==> src/common/tmc_consts.svh <==
// Register indices, field positions, reset values and timing for the timer
`ifndef TMC_CONSTS_SVH
`define TMC_CONSTS_SVH

// Register indices (byte address is four times the index)
`define TMC_IDX_SC      8'h10
`define TMC_IDX_CNT_HI  8'h11
`define TMC_IDX_CNT_LO  8'h12
`define TMC_IDX_MOD_HI  8'h13
`define TMC_IDX_MOD_LO  8'h14
`define TMC_IDX_C0SC    8'h15
`define TMC_IDX_C0V_HI  8'h16
`define TMC_IDX_C0V_LO  8'h17

// Module status and control fields
`define TMC_SC_TOF      7
`define TMC_SC_OVERFLOW_INTERRUPT_ENABLE     6
`define TMC_SC_CENTER_ALIGNED_SELECT    5
`define TMC_SC_CLKS_HI  4
`define TMC_SC_CLKS_LO  3
`define TMC_SC_PS_HI    2

// Channel zero control fields
`define TMC_C0_FLAG     7
`define TMC_C0_IE       6
`define TMC_C0_MS_HI    5
`define TMC_C0_MS_LO    4
`define TMC_C0_ELS_HI   3
`define TMC_C0_ELS_LO   2

// Reset values and count limits
`define TMC_RST_BYTE    8'h00
`define TMC_RST_WORD    16'h0000
`define TMC_CNT_FULL    16'hFFFF
`define TMC_CNT_ONE     16'h0001
`define TMC_PS_MAX_W    7

`endif

==> src/common/tmc_pkg.sv <==
// Types shared by the timer counter design
package tmc_pkg;

    // Counting direction
    typedef enum logic {
        TMC_UP,
        TMC_DOWN
    } tmc_dir_t;

    // Channel zero operating mode
    typedef enum logic [1:0] {
        TMC_CH_CAPTURE,
        TMC_CH_COMPARE,
        TMC_CH_CENTER
    } tmc_chmode_t;

endpackage

==> src/hw/tmc_top.sv <==
// Timer counter with modulo, coherent read buffer and channel zero flag
//
// Notes on behaviour
// - Byte read latches counter pair until opposite read
// - Reset, counter write, status write release buffer
// - Any counter byte write clears whole counter
// - Reset clears the counter
// - Debug halt freezes counter and read buffer
// - At modulo: flag, wrap or turn down
// - Half-written modulo suppresses overflow flag
// - Modulo resets zero; zero means free running
// - Capture mode: active pin edge sets flag
// - Compare or edge PWM: match sets flag
// - Center PWM: every match sets flag
// - Channel request while flag and enable set
// - Read-then-write-zero clears flag; one ignored
// - New event during clear sequence keeps flag
// - Reset clears channel flag and enable
// - Center select switches to up/down counting
// - Overflow flag cleared by read then zero
// - Overflow request while flag and enable set
`timescale 1ns/1ps
`include "tmc_consts.svh"

module tmc_top #(
    parameter int ADDR_W = 8
) (
    input  wire logic              CORE_CLK_IN,
    input  wire logic              NRST_IN,
    input  wire logic              CE_IN,
    input  wire logic              PSEL_IN,
    input  wire logic              PENABLE_IN,
    input  wire logic              PWRITE_IN,
    input  wire logic [ADDR_W-1:0] PADDR_IN,
    input  wire logic [31:0]       PWDATA_IN,
    input  wire logic              DEBUG_HALT_IN,
    input  wire logic              CH0_PIN_IN,
    output logic                   PREADY_OUT,
    output logic [31:0]            PRDATA_OUT,
    output logic                   PSLVERR_OUT,
    output logic                   OVF_IRQ_OUT,
    output logic                   CH0_IRQ_OUT
);

    ////////////////////////////////////////////////////////////////////
    // Decoding helpers

    // True when the address selects the register at this index
    function automatic logic hit(input logic [ADDR_W-1:0] a,
                                 input logic [7:0]        idx);
        return a == ADDR_W'({idx, 2'b00});
    endfunction

    // Channel mode from center select and mode bits
    function automatic tmc_pkg::tmc_chmode_t mode_of(input logic cp,
                                                     input logic [1:0] ms);
        if (cp) begin
            return tmc_pkg::TMC_CH_CENTER;
        end else if (ms == 2'b00) begin
            return tmc_pkg::TMC_CH_CAPTURE;
        end else begin
            return tmc_pkg::TMC_CH_COMPARE;
        end
    endfunction

    ////////////////////////////////////////////////////////////////////
    // State

    logic [15:0]        cnt_q;       // Live counter
    tmc_pkg::tmc_dir_t  dir_q;       // Up or down phase
    logic [15:0]        buf_q;       // Coherent read buffer
    logic               latched_q;   // Buffer holds a frozen pair
    logic               first_hi_q;  // High byte opened the pair
    logic [15:0]        mod_q;       // Modulo value
    logic [1:0]         mod_wait_q;  // One modulo byte still missing
    logic [6:0]         sc_q;        // Status control, flag excluded
    logic               tof_q;       // Overflow flag
    logic               tof_arm_q;   // Overflow clear armed by read
    logic [4:0]         c0_q;        // Enable, mode and edge bits
    logic               channel_zero_event_flag_q;      // Channel zero event flag
    logic               ch_arm_q;    // Channel clear armed by read
    logic [15:0]        chv_q;       // Channel value
    logic               pin_q;       // Previous pin sample
    logic               moved_q;     // Counter stepped last cycle
    logic               snap_v_q;    // Read data captured for transfer
    logic [15:0]        snap_q;      // Counter seen with read data
    logic [31:0]        prdata_q;    // Registered read data

    ////////////////////////////////////////////////////////////////////
    // Bus decode

    logic       done;        // Transfer completes this edge
    logic       wr;          // Write takes effect
    logic       rd;          // Read completes
    logic       mapped;      // Address hits a register
    logic [7:0] rd_byte;     // Read value of addressed register
    logic [7:0] wd;          // Written byte
    logic       halt;        // Debug halt active
    logic       cnt_wr;      // Write to either counter byte
    logic       sc_wr;       // Write to status control
    logic       c0_wr;       // Write to channel control
    logic [15:0] cnt_view;   // Counter as software sees it

    assign halt   = DEBUG_HALT_IN;
    assign wd     = PWDATA_IN[7:0];
    // Reads wait one edge only if the setup edge was frozen out
    assign PREADY_OUT = CE_IN && (PWRITE_IN || snap_v_q);
    assign done   = PSEL_IN && PENABLE_IN && PREADY_OUT;
    assign wr     = done && PWRITE_IN;
    assign rd     = done && !PWRITE_IN;
    assign cnt_wr = wr && (hit(PADDR_IN, `TMC_IDX_CNT_HI) ||
                           hit(PADDR_IN, `TMC_IDX_CNT_LO));
    assign sc_wr  = wr && hit(PADDR_IN, `TMC_IDX_SC);
    assign c0_wr  = wr && hit(PADDR_IN, `TMC_IDX_C0SC);
    assign mapped = (PADDR_IN[1:0] == 2'b00) &&
                    (PADDR_IN[ADDR_W-1:2] >= (ADDR_W-2)'(`TMC_IDX_SC)) &&
                    (PADDR_IN[ADDR_W-1:2] <= (ADDR_W-2)'(`TMC_IDX_C0V_LO));
    assign PSLVERR_OUT = done && !mapped;
    assign PRDATA_OUT  = prdata_q;

    // Frozen pair wins over the live counter
    assign cnt_view = latched_q ? buf_q : cnt_q;

    // Read multiplexer, unmapped and reserved bits read zero
    always_comb begin
        rd_byte = `TMC_RST_BYTE;
        if (hit(PADDR_IN, `TMC_IDX_SC)) begin
            rd_byte = {tof_q, sc_q};
        end else if (hit(PADDR_IN, `TMC_IDX_CNT_HI)) begin
            rd_byte = cnt_view[15:8];
        end else if (hit(PADDR_IN, `TMC_IDX_CNT_LO)) begin
            rd_byte = cnt_view[7:0];
        end else if (hit(PADDR_IN, `TMC_IDX_MOD_HI)) begin
            rd_byte = mod_q[15:8];
        end else if (hit(PADDR_IN, `TMC_IDX_MOD_LO)) begin
            rd_byte = mod_q[7:0];
        end else if (hit(PADDR_IN, `TMC_IDX_C0SC)) begin
            rd_byte = {channel_zero_event_flag_q, c0_q, 2'b00};
        end else if (hit(PADDR_IN, `TMC_IDX_C0V_HI)) begin
            rd_byte = chv_q[15:8];
        end else if (hit(PADDR_IN, `TMC_IDX_C0V_LO)) begin
            rd_byte = chv_q[7:0];
        end
    end

    // Read data and counter snapshot taken together, so the buffer
    // later holds exactly the pair the first byte came from
    always_ff @(posedge CORE_CLK_IN) begin
        if (!NRST_IN) begin
            snap_v_q <= 1'b0;
            snap_q   <= `TMC_RST_WORD;
            prdata_q <= '0;
        end else if (CE_IN) begin
            if (PSEL_IN && !PWRITE_IN && !snap_v_q) begin
                snap_v_q <= 1'b1;
                snap_q   <= cnt_q;
                prdata_q <= {24'h00_0000, rd_byte};
            end else if (done) begin
                snap_v_q <= 1'b0;
            end
        end
    end

    ////////////////////////////////////////////////////////////////////
    // Counter

    logic        tick;     // Prescaled step
    logic        center_aligned_select;    // Center-aligned select
    logic [15:0] limit;    // Turning point
    logic        reach;    // Counter at turning point
    logic        ovf_evt;  // Overflow event this edge

    assign center_aligned_select = sc_q[`TMC_SC_CENTER_ALIGNED_SELECT];
    assign limit = (mod_q == `TMC_RST_WORD) ? `TMC_CNT_FULL : mod_q;
    assign reach = (cnt_q == limit);
    // Center mode flags at the turn toward the next lower count
    assign ovf_evt = tick && reach && !cnt_wr && (mod_wait_q == 2'b00)
                     && (!center_aligned_select || dir_q == tmc_pkg::TMC_UP);

    // Any nonzero source select runs from the bus clock here
    tmc_tick u_tick (
        .clk_in   (CORE_CLK_IN),
        .nrst_in  (NRST_IN),
        .ce_in    (CE_IN),
        .run_in   ((sc_q[`TMC_SC_CLKS_HI:`TMC_SC_CLKS_LO] != 2'b00)
                   && !halt),
        .ps_in    (sc_q[`TMC_SC_PS_HI:0]),
        .tick_out (tick)
    );

    // Count up, or up and down in center mode
    always_ff @(posedge CORE_CLK_IN) begin
        if (!NRST_IN) begin
            cnt_q <= `TMC_RST_WORD;
            dir_q <= tmc_pkg::TMC_UP;
        end else if (CE_IN) begin
            if (cnt_wr) begin
                cnt_q <= `TMC_RST_WORD;
                dir_q <= tmc_pkg::TMC_UP;
            end else if (tick && !halt) begin
                if (!center_aligned_select) begin
                    // Up only: wrap to zero after the limit
                    cnt_q <= reach ? `TMC_RST_WORD
                                   : cnt_q + `TMC_CNT_ONE;
                    dir_q <= tmc_pkg::TMC_UP;
                end else if (dir_q == tmc_pkg::TMC_UP) begin
                    if (reach) begin
                        dir_q <= tmc_pkg::TMC_DOWN;
                        cnt_q <= cnt_q - `TMC_CNT_ONE;
                    end else begin
                        cnt_q <= cnt_q + `TMC_CNT_ONE;
                    end
                end else if (cnt_q == `TMC_RST_WORD) begin
                    dir_q <= tmc_pkg::TMC_UP;
                    cnt_q <= `TMC_CNT_ONE;
                end else begin
                    cnt_q <= cnt_q - `TMC_CNT_ONE;
                end
            end
        end
    end

    // Marks the cycle after a step, for the compare match
    always_ff @(posedge CORE_CLK_IN) begin
        if (!NRST_IN) begin
            moved_q <= 1'b0;
        end else if (CE_IN) begin
            moved_q <= tick && !halt && !cnt_wr;
        end
    end

    ////////////////////////////////////////////////////////////////////
    // Coherent read buffer

    logic rd_hi;   // Counter high byte read
    logic rd_lo;   // Counter low byte read

    assign rd_hi = rd && hit(PADDR_IN, `TMC_IDX_CNT_HI);
    assign rd_lo = rd && hit(PADDR_IN, `TMC_IDX_CNT_LO);

    // Reads during halt leave the buffer untouched
    always_ff @(posedge CORE_CLK_IN) begin
        if (!NRST_IN) begin
            latched_q  <= 1'b0;
            first_hi_q <= 1'b0;
            buf_q      <= `TMC_RST_WORD;
        end else if (CE_IN) begin
            if (cnt_wr || sc_wr) begin
                latched_q <= 1'b0;
            end else if (!halt && (rd_hi || rd_lo)) begin
                if (!latched_q) begin
                    latched_q  <= 1'b1;
                    first_hi_q <= rd_hi;
                    buf_q      <= snap_q;
                end else if (first_hi_q != rd_hi) begin
                    latched_q <= 1'b0;
                end
            end
        end
    end

    ////////////////////////////////////////////////////////////////////
    // Modulo and status control

    logic wr_mod_hi;   // Modulo high byte write
    logic wr_mod_lo;   // Modulo low byte write

    assign wr_mod_hi = wr && hit(PADDR_IN, `TMC_IDX_MOD_HI);
    assign wr_mod_lo = wr && hit(PADDR_IN, `TMC_IDX_MOD_LO);

    // Byte writes; the missing byte keeps overflow quiet meanwhile
    always_ff @(posedge CORE_CLK_IN) begin
        if (!NRST_IN) begin
            mod_q      <= `TMC_RST_WORD;
            mod_wait_q <= 2'b00;
            sc_q       <= 7'h00;
        end else if (CE_IN) begin
            if (wr_mod_hi) begin
                mod_q[15:8] <= wd;
                mod_wait_q  <= mod_wait_q[1] ? 2'b00 : 2'b01;
            end
            if (wr_mod_lo) begin
                mod_q[7:0] <= wd;
                mod_wait_q <= mod_wait_q[0] ? 2'b00 : 2'b10;
            end
            if (sc_wr) begin
                sc_q <= wd[6:0];
            end
        end
    end

    // Overflow flag: set wins over the armed clear
    always_ff @(posedge CORE_CLK_IN) begin
        if (!NRST_IN) begin
            tof_q     <= 1'b0;
            tof_arm_q <= 1'b0;
        end else if (CE_IN) begin
            if (ovf_evt) begin
                tof_q <= 1'b1;
            end else if (sc_wr && !wd[`TMC_SC_TOF] && tof_arm_q) begin
                tof_q <= 1'b0;
            end
            if (ovf_evt || sc_wr) begin
                tof_arm_q <= 1'b0;
            end else if (rd && hit(PADDR_IN, `TMC_IDX_SC) && tof_q) begin
                tof_arm_q <= 1'b1;
            end
        end
    end

    assign OVF_IRQ_OUT = tof_q && sc_q[`TMC_SC_OVERFLOW_INTERRUPT_ENABLE];

    ////////////////////////////////////////////////////////////////////
    // Channel zero

    tmc_pkg::tmc_chmode_t mode;  // Decoded channel mode
    logic [1:0] els;             // Edge select bits
    logic       cap_evt;         // Capture edge
    logic       ch_evt;          // Any channel event

    assign mode = mode_of(center_aligned_select, c0_q[`TMC_C0_MS_HI-2:`TMC_C0_MS_LO-2]);
    assign els  = c0_q[`TMC_C0_ELS_HI-2:`TMC_C0_ELS_LO-2];
    // Edge select 00 leaves the pin to general I/O: no capture
    assign cap_evt = (mode == tmc_pkg::TMC_CH_CAPTURE) &&
                     ((els[0] && CH0_PIN_IN && !pin_q) ||
                      (els[1] && !CH0_PIN_IN && pin_q));
    // Center mode matches on both slopes of the count
    assign ch_evt = cap_evt || ((mode != tmc_pkg::TMC_CH_CAPTURE) &&
                    moved_q && (cnt_q == chv_q));

    // Pin history and channel value, captures overwrite the value
    always_ff @(posedge CORE_CLK_IN) begin
        if (!NRST_IN) begin
            pin_q <= 1'b0;
            chv_q <= `TMC_RST_WORD;
        end else if (CE_IN) begin
            pin_q <= CH0_PIN_IN;
            if (cap_evt) begin
                chv_q <= cnt_q;
            end else if (wr && hit(PADDR_IN, `TMC_IDX_C0V_HI)) begin
                chv_q[15:8] <= wd;
            end else if (wr && hit(PADDR_IN, `TMC_IDX_C0V_LO)) begin
                chv_q[7:0] <= wd;
            end
        end
    end

    // Channel control and flag; a new event restarts the clear
    always_ff @(posedge CORE_CLK_IN) begin
        if (!NRST_IN) begin
            c0_q     <= 5'h00;
            channel_zero_event_flag_q   <= 1'b0;
            ch_arm_q <= 1'b0;
        end else if (CE_IN) begin
            if (c0_wr) begin
                c0_q <= wd[6:2];
            end
            if (ch_evt) begin
                channel_zero_event_flag_q <= 1'b1;
            end else if (c0_wr && !wd[`TMC_C0_FLAG] && ch_arm_q) begin
                channel_zero_event_flag_q <= 1'b0;
            end
            if (ch_evt || c0_wr) begin
                ch_arm_q <= 1'b0;
            end else if (rd && hit(PADDR_IN, `TMC_IDX_C0SC) && channel_zero_event_flag_q) begin
                ch_arm_q <= 1'b1;
            end
        end
    end

    assign CH0_IRQ_OUT = channel_zero_event_flag_q && c0_q[`TMC_C0_IE-2];

    ////////////////////////////////////////////////////////////////////
    // Checks

    AST_CNT_CLEAR: assert property (@(posedge CORE_CLK_IN)
        disable iff (!NRST_IN) (cnt_wr && CE_IN) |=> (cnt_q == 16'h0000))
        else $error("counter not cleared by byte write");

    AST_LATCH: assert property (@(posedge CORE_CLK_IN)
        disable iff (!NRST_IN)
        (rd_hi && !latched_q && !halt && CE_IN)
        |=> (latched_q && buf_q == $past(snap_q)))
        else $error("counter pair not latched on read");

    AST_RELEASE: assert property (@(posedge CORE_CLK_IN)
        disable iff (!NRST_IN) (sc_wr && CE_IN) |=> !latched_q)
        else $error("buffer not released by status write");

    AST_HALT: assert property (@(posedge CORE_CLK_IN)
        disable iff (!NRST_IN)
        (halt && !cnt_wr && !sc_wr)
        |=> ($stable(cnt_q) && $stable(latched_q)))
        else $error("counter or buffer moved in halt");

    AST_WRAP: assert property (@(posedge CORE_CLK_IN)
        disable iff (!NRST_IN)
        (CE_IN && tick && !halt && reach && !center_aligned_select && !cnt_wr)
        |=> (cnt_q == 16'h0000))
        else $error("counter did not wrap at modulo");

    AST_INHIBIT: assert property (@(posedge CORE_CLK_IN)
        disable iff (!NRST_IN)
        (CE_IN && mod_wait_q != 2'b00 && !tof_q) |=> !tof_q)
        else $error("overflow flagged with half modulo");

    AST_CH_KEEP: assert property (@(posedge CORE_CLK_IN)
        disable iff (!NRST_IN) (ch_evt && CE_IN) |=> channel_zero_event_flag_q)
        else $error("channel event lost");

    AST_TOF_W1: assert property (@(posedge CORE_CLK_IN)
        disable iff (!NRST_IN)
        (CE_IN && !tof_q && !ovf_evt) |=> !tof_q)
        else $error("overflow flag set without event");

    AST_CH_IRQ: assert property (@(posedge CORE_CLK_IN)
        disable iff (!NRST_IN)
        (CE_IN && c0_wr && wd[`TMC_C0_IE] && channel_zero_event_flag_q && !ch_arm_q)
        |=> CH0_IRQ_OUT)
        else $error("channel request missing");

endmodule

==> src/hw/tmc_tick.sv <==
// Prescaled tick generator for the timer counter
`timescale 1ns/1ps
`include "tmc_consts.svh"

module tmc_tick #(
    parameter int DIV_W = `TMC_PS_MAX_W
) (
    input  wire logic       clk_in,
    input  wire logic       nrst_in,
    input  wire logic       ce_in,
    input  wire logic       run_in,
    input  wire logic [2:0] ps_in,
    output logic            tick_out
);

    logic [DIV_W-1:0] div_q;   // Free prescaler count
    logic [DIV_W-1:0] mask;    // Low bits that must all be set

    // Divide by two to the power ps: all low bits set marks the wrap
    assign mask = DIV_W'((1 << ps_in) - 1);

    ////////////////////////////////////////////////////////////////////
    // Prescaler count, stopped while no source or halted
    always_ff @(posedge clk_in) begin
        if (!nrst_in) begin
            div_q <= '0;
        end else if (ce_in && run_in) begin
            div_q <= div_q + 1'b1;
        end
    end

    // Registered tick, one cycle per divided period
    always_ff @(posedge clk_in) begin
        if (!nrst_in) begin
            tick_out <= 1'b0;
        end else if (ce_in) begin
            tick_out <= run_in && ((div_q & mask) == mask);
        end
    end

endmodule

==> config.mk <==
export PLATFORM = sky130hd
export DESIGN_NAME = tmc_top
export DESIGN_NICKNAME = d
export VERILOG_FILES = /design/src/common/tmc_pkg.sv /design/src/hw/tmc_top.sv /design/src/hw/tmc_tick.sv
export VERILOG_INCLUDE_DIRS = /design/src /design/src/common
export SDC_FILE = /design/constraint.sdc
export NUM_CORES = 1
export LEC_CHECK = 0
export BUFFER_PORTS_ARGS = -buffer_cell sky130_fd_sc_hd__clkbuf_2
export CAP_MARGIN = 20
export CORE_MARGIN = 4
export CORE_UTILIZATION = 46
export CTS_CLUSTER_DIAMETER = 60
export DETAILED_ROUTE_END_ITERATION = 12
export GPL_ROUTABILITY_DRIVEN = 0
export GPL_TIMING_DRIVEN = 0
export PLACE_DENSITY = 0.66
export SYNTH_ARGS = -nofsm -noshare
export SYNTH_HDL_FRONTEND = slang
export SYNTH_HIERARCHICAL = 1
export SYNTH_SLANG_ARGS = --single-unit
==> constraint.sdc <==
create_clock -name CORE_CLK_IN -period 4.8 [get_ports CORE_CLK_IN]
set_input_delay 0.96 -clock CORE_CLK_IN [delete_from_list [all_inputs] [get_ports CORE_CLK_IN]]
set_output_delay 0.96 -clock CORE_CLK_IN [all_outputs]
set_load 0.01 [all_outputs]
==> impl_metrics.toml <==
[outcome]
outcome = "complete, no violations"

[sta]
whs_ps = 454.9
timing.fmax_mhz = 287.7
min_period_ps = 3475
skew_ps = 12.93
setup_viol = 0
rsz0062_at_grt = "no"
slew_headroom = 0.2395
tightest_slew_ps = 1141
min_period_over_period = 0.7240
hold_violations = 0
finalSetupTns_ps = 0
drv_slew = 0

[critical_path]
path_max_fanout = 10
r2r_start = "cnt_q[1]"
ff2ff_setup_slack_ps = 1600
reg2regPathDepth = 8
worstSetupPathType = "in -> reg"
crit_top_cell = "clkbuf_1"
regToRegEndpoint = "cnt_q[3]"
crit_chain = "clkbuf_2, clkbuf_1, nand4_1, nor2_1, nand2_1, nand3_1, clkbuf_1, nor3_1, o31a_1"
cpMaxStageDelayCell = "nand4_1"
slowest_delay_ps = 510
crit_required_ps = 5130
crit_path_end_kind = "flop"
worstSetupStartpointType = "primary input"
cp.arrival_ps = 3800

[job]
max_cap_violations = 0

[global_routing]
antenna_found_initial = 0
overflow = 0
first_global_vias = 6641
grt_max_degree = 17
grt_util_all_layers = 0.2765
grt_pass1_wl_microns = 38290

[logic_synthesis]
mappedNetlistArea_sq_mm = 0.007224
yosys_warnings = 6
synth_edf_count = 0
synthArstFlopShare = 0
ys_ff_latch = 120
ys_seq_area_frac = 0.3325
synth.avg_cell_area_sq_um = 7.549
ys.flop_type = "dfxtp_1"
netlist_instances = 957
ys_types = 76

[layout]
n_fill_cell = 1527
synthToLayoutAreaGrowth_pct = 14.93
antennaDiodeCount = 0
fin_nets = 1084
drive_gt1_frac = 0.1167

[routing]
first_pass_iters = 5
vias_per_cell = 6.014
wl_per_cell_microns = 20.00
vias = 7553
wl_microns = 25130
ant_nets = 0
drtIter0Drc = 1053
drcViolationCount = 0

[clocking]
clk_pin_slew_worst_paths_ps = 70
post_cts_resized = 0
cts_setup_buffers = 0
insertion_delay_ps = 440
cts_buffer_depth = 2
cts_num_sinks = 120
clockRootBuffer = "clkbuf_16"
postCtsHoldBufs = 0
h-tree-depth = 4
cts_tree = "done"
cts_buffers = 17

[power_and_ir_drop]
power_mw = 2.368
powerDensity_mw_per_mm2 = 285.2
leakage_nw = 2.938
vdd_ir_drop_max_uv = 310.6

[die]
pin_count = 84
fp-row-count = 45
coreArea_sq_mm = 0.01531
dieArea_sq_mm = 0.01777
die_h_microns = 133.3
die_x_microns = 133.3
start_util = 0.4717

[hold_path]
min_to = "buf_q[3]"
hold_path_class = "reg -> reg"
hold_path_depth = 2
hp-start = "buf_q[3]"

[place]
hpwl_microns = 18270
port-buffer-count = 33
[synthesized netlist by cell type (all sizes together) (5+ instances only)]
cell type / count / area, sq um
a211oi: 22 / 165.2
a21oi: 113 / 569.3
a221oi: 6 / 58.80
a22oi: 8 / 60.06
a311oi: 6 / 52.55
a31oi: 6 / 37.54
and2: 15 / 93.84
buf: 40 / 257.7
clkbuf: 58 / 217.7
dfxtp: 120 / 2402
inv: 9 / 33.78
mux2i: 30 / 300.3
nand2: 170 / 638.1
nand2b: 7 / 43.79
nand3: 17 / 90.09
nand3b: 11 / 82.58
nand4: 19 / 118.9
nor2: 69 / 261.5
nor2b: 12 / 75.07
nor3: 27 / 150.2
nor4: 13 / 81.33
o211ai: 6 / 45.04
o21ai: 34 / 170.2
o22ai: 9 / 56.30
or2: 6 / 37.54
or3: 6 / 37.54
or4: 5 / 37.54
xnor2: 36 / 315.3
xor2: 12 / 105.1
[power by group]
group          switching [mW]  internal, mW
clock                   0.514         0.729
sequential            0.00194          1.00
combinational          0.0844        0.0394
total                   0.600          1.77
[critical path: cells and delay by family]
family / cells / cell delay [ps]
AND/OR/NAND/NOR: 5 / 1490
buffers and inverters: 3 / 1040
AO/OA/AOI/OAI: 1 / 300
[how the worst max path moves through the flow]
stage	cells after the start	startpoint	end
6_report	9	CE_IN	cnt_q[13]
5_1_grt	9	CE_IN	buf_q[6]
3_5_place_dp	9	CE_IN	buf_q[13]
4_1_cts	9	CE_IN	buf_q[13]
3_3_place_gp	9	CE_IN	cnt_q[13]
2_1_floorplan	8	PADDR_IN[1]	cnt_q[9]
[sequential cells by signal (all words and copies together) (netlist names)]
name	cells
mod_wait_q	2
ch_arm_q	1
dir_q	1
snap_v_q	1
first_hi_q	1
tof_q	1
cnt_q	16
sc_q	7
snap_q	16
mod_q	16
c0_q	5
u_tick/div_q	7
latched_q	1
PRDATA_OUT	8
channel_zero_event_flag_q	1
moved_q	1
buf_q	16
chv_q	16
tof_arm_q	1
pin_q	1
u_tick/tick_out	1
[kinds of logic (layout without fill, tap and decap cells)]
logic type | Yosys count | in the layout | synth area share
other | 1 | 24 | 0.0005191
buffers and inverters | 108 | 173 | 0.07101
AOI/OAI and AO/OA | 248 | 248 | 0.2170
DFF | 120 | 120 | 0.3325
and+or+nand+nor | 395 | 395 | 0.2660
xor gates and xnor gates | 48 | 48 | 0.05819
adders and majority gates | 4 | 4 | 0.006928
muxes | 33 | 33 | 0.04780
[metrics by stage]
step / std cells / worst slack [ps] / utilization / instance area, sq um
final: 1256 / 1325 / 0.5422 / 8303
after global placement: 1224 / 957.2 / 0.5054 / 7740
after global routing: 1256 / 1126 / 0.5422 / 8303
after detailed placement: 1224 / 1004 / 0.5054 / 7740
after floorplan: 980 / 1746 / - / 7311
after CTS: 1256 / 1429 / 0.5422 / 8303
[placed cells by master, fill, tap and decap left out, types with 5 or more instances in the layout]
| cell | netlist | final |
|---|---|---|
| nand2_1 | 170 | 170 |
| dfxtp_1 | 120 | 120 |
| a21oi_1 | 112 | 112 |
| nor2_1 | 68 | 68 |
| clkbuf_1 | 58 | 59 |
| xnor2_1 | 36 | 36 |
| o21ai_0 | 33 | 33 |
| clkbuf_2 | 0 | 33 |
| mux2i_1 | 30 | 30 |
| buf_4 | 25 | 25 |
| nor3_1 | 24 | 24 |
| conb_1 | 1 | 24 |
| a211oi_1 | 22 | 22 |
| nand4_1 | 19 | 19 |
| clkbuf_16 | 0 | 17 |
| nand3_1 | 16 | 16 |
| and2_1 | 15 | 15 |
| nor4_1 | 13 | 13 |
| xor2_1 | 12 | 12 |
| nor2b_1 | 12 | 12 |
| buf_2 | 11 | 11 |
| nand3b_1 | 11 | 11 |
| inv_1 | 9 | 9 |
| o22ai_1 | 9 | 9 |
| a22oi_1 | 8 | 8 |
| nand2b_1 | 7 | 7 |
| o211ai_1 | 6 | 6 |
| or2_2 | 6 | 6 |
| or3_1 | 6 | 6 |
| a311oi_1 | 6 | 6 |
| a31oi_1 | 6 | 6 |
| or4_1 | 5 | 5 |
| a221oi_1 | 5 | 5 |
[per-layer routing]
layer / vias up / global-route usage / part of all wire
met5: - / 0 / 0
met4: 0 / 0.09543 / 0.031
li1: 3518 / - / -
met1: 3526 / 0.3890 / 0.44
met3: 60 / 0.05551 / 0.092
met2: 449 / 0.4233 / 0.43
[layout make-up]
class	instances	area, sq um	area share
inverter	10	37.54	0.004521
clock buffer	19	442.9	0.05335
clock inverter	13	120.1	0.01447
tap	211	264.0	0.03180
multi-input combinational	752	4395	0.5294
timing repair buffer	33	165.2	0.01989
buffer	98	475.5	0.05726
sequential	120	2402	0.2893
Note: power is estimated with default switching activity, not from simulation.
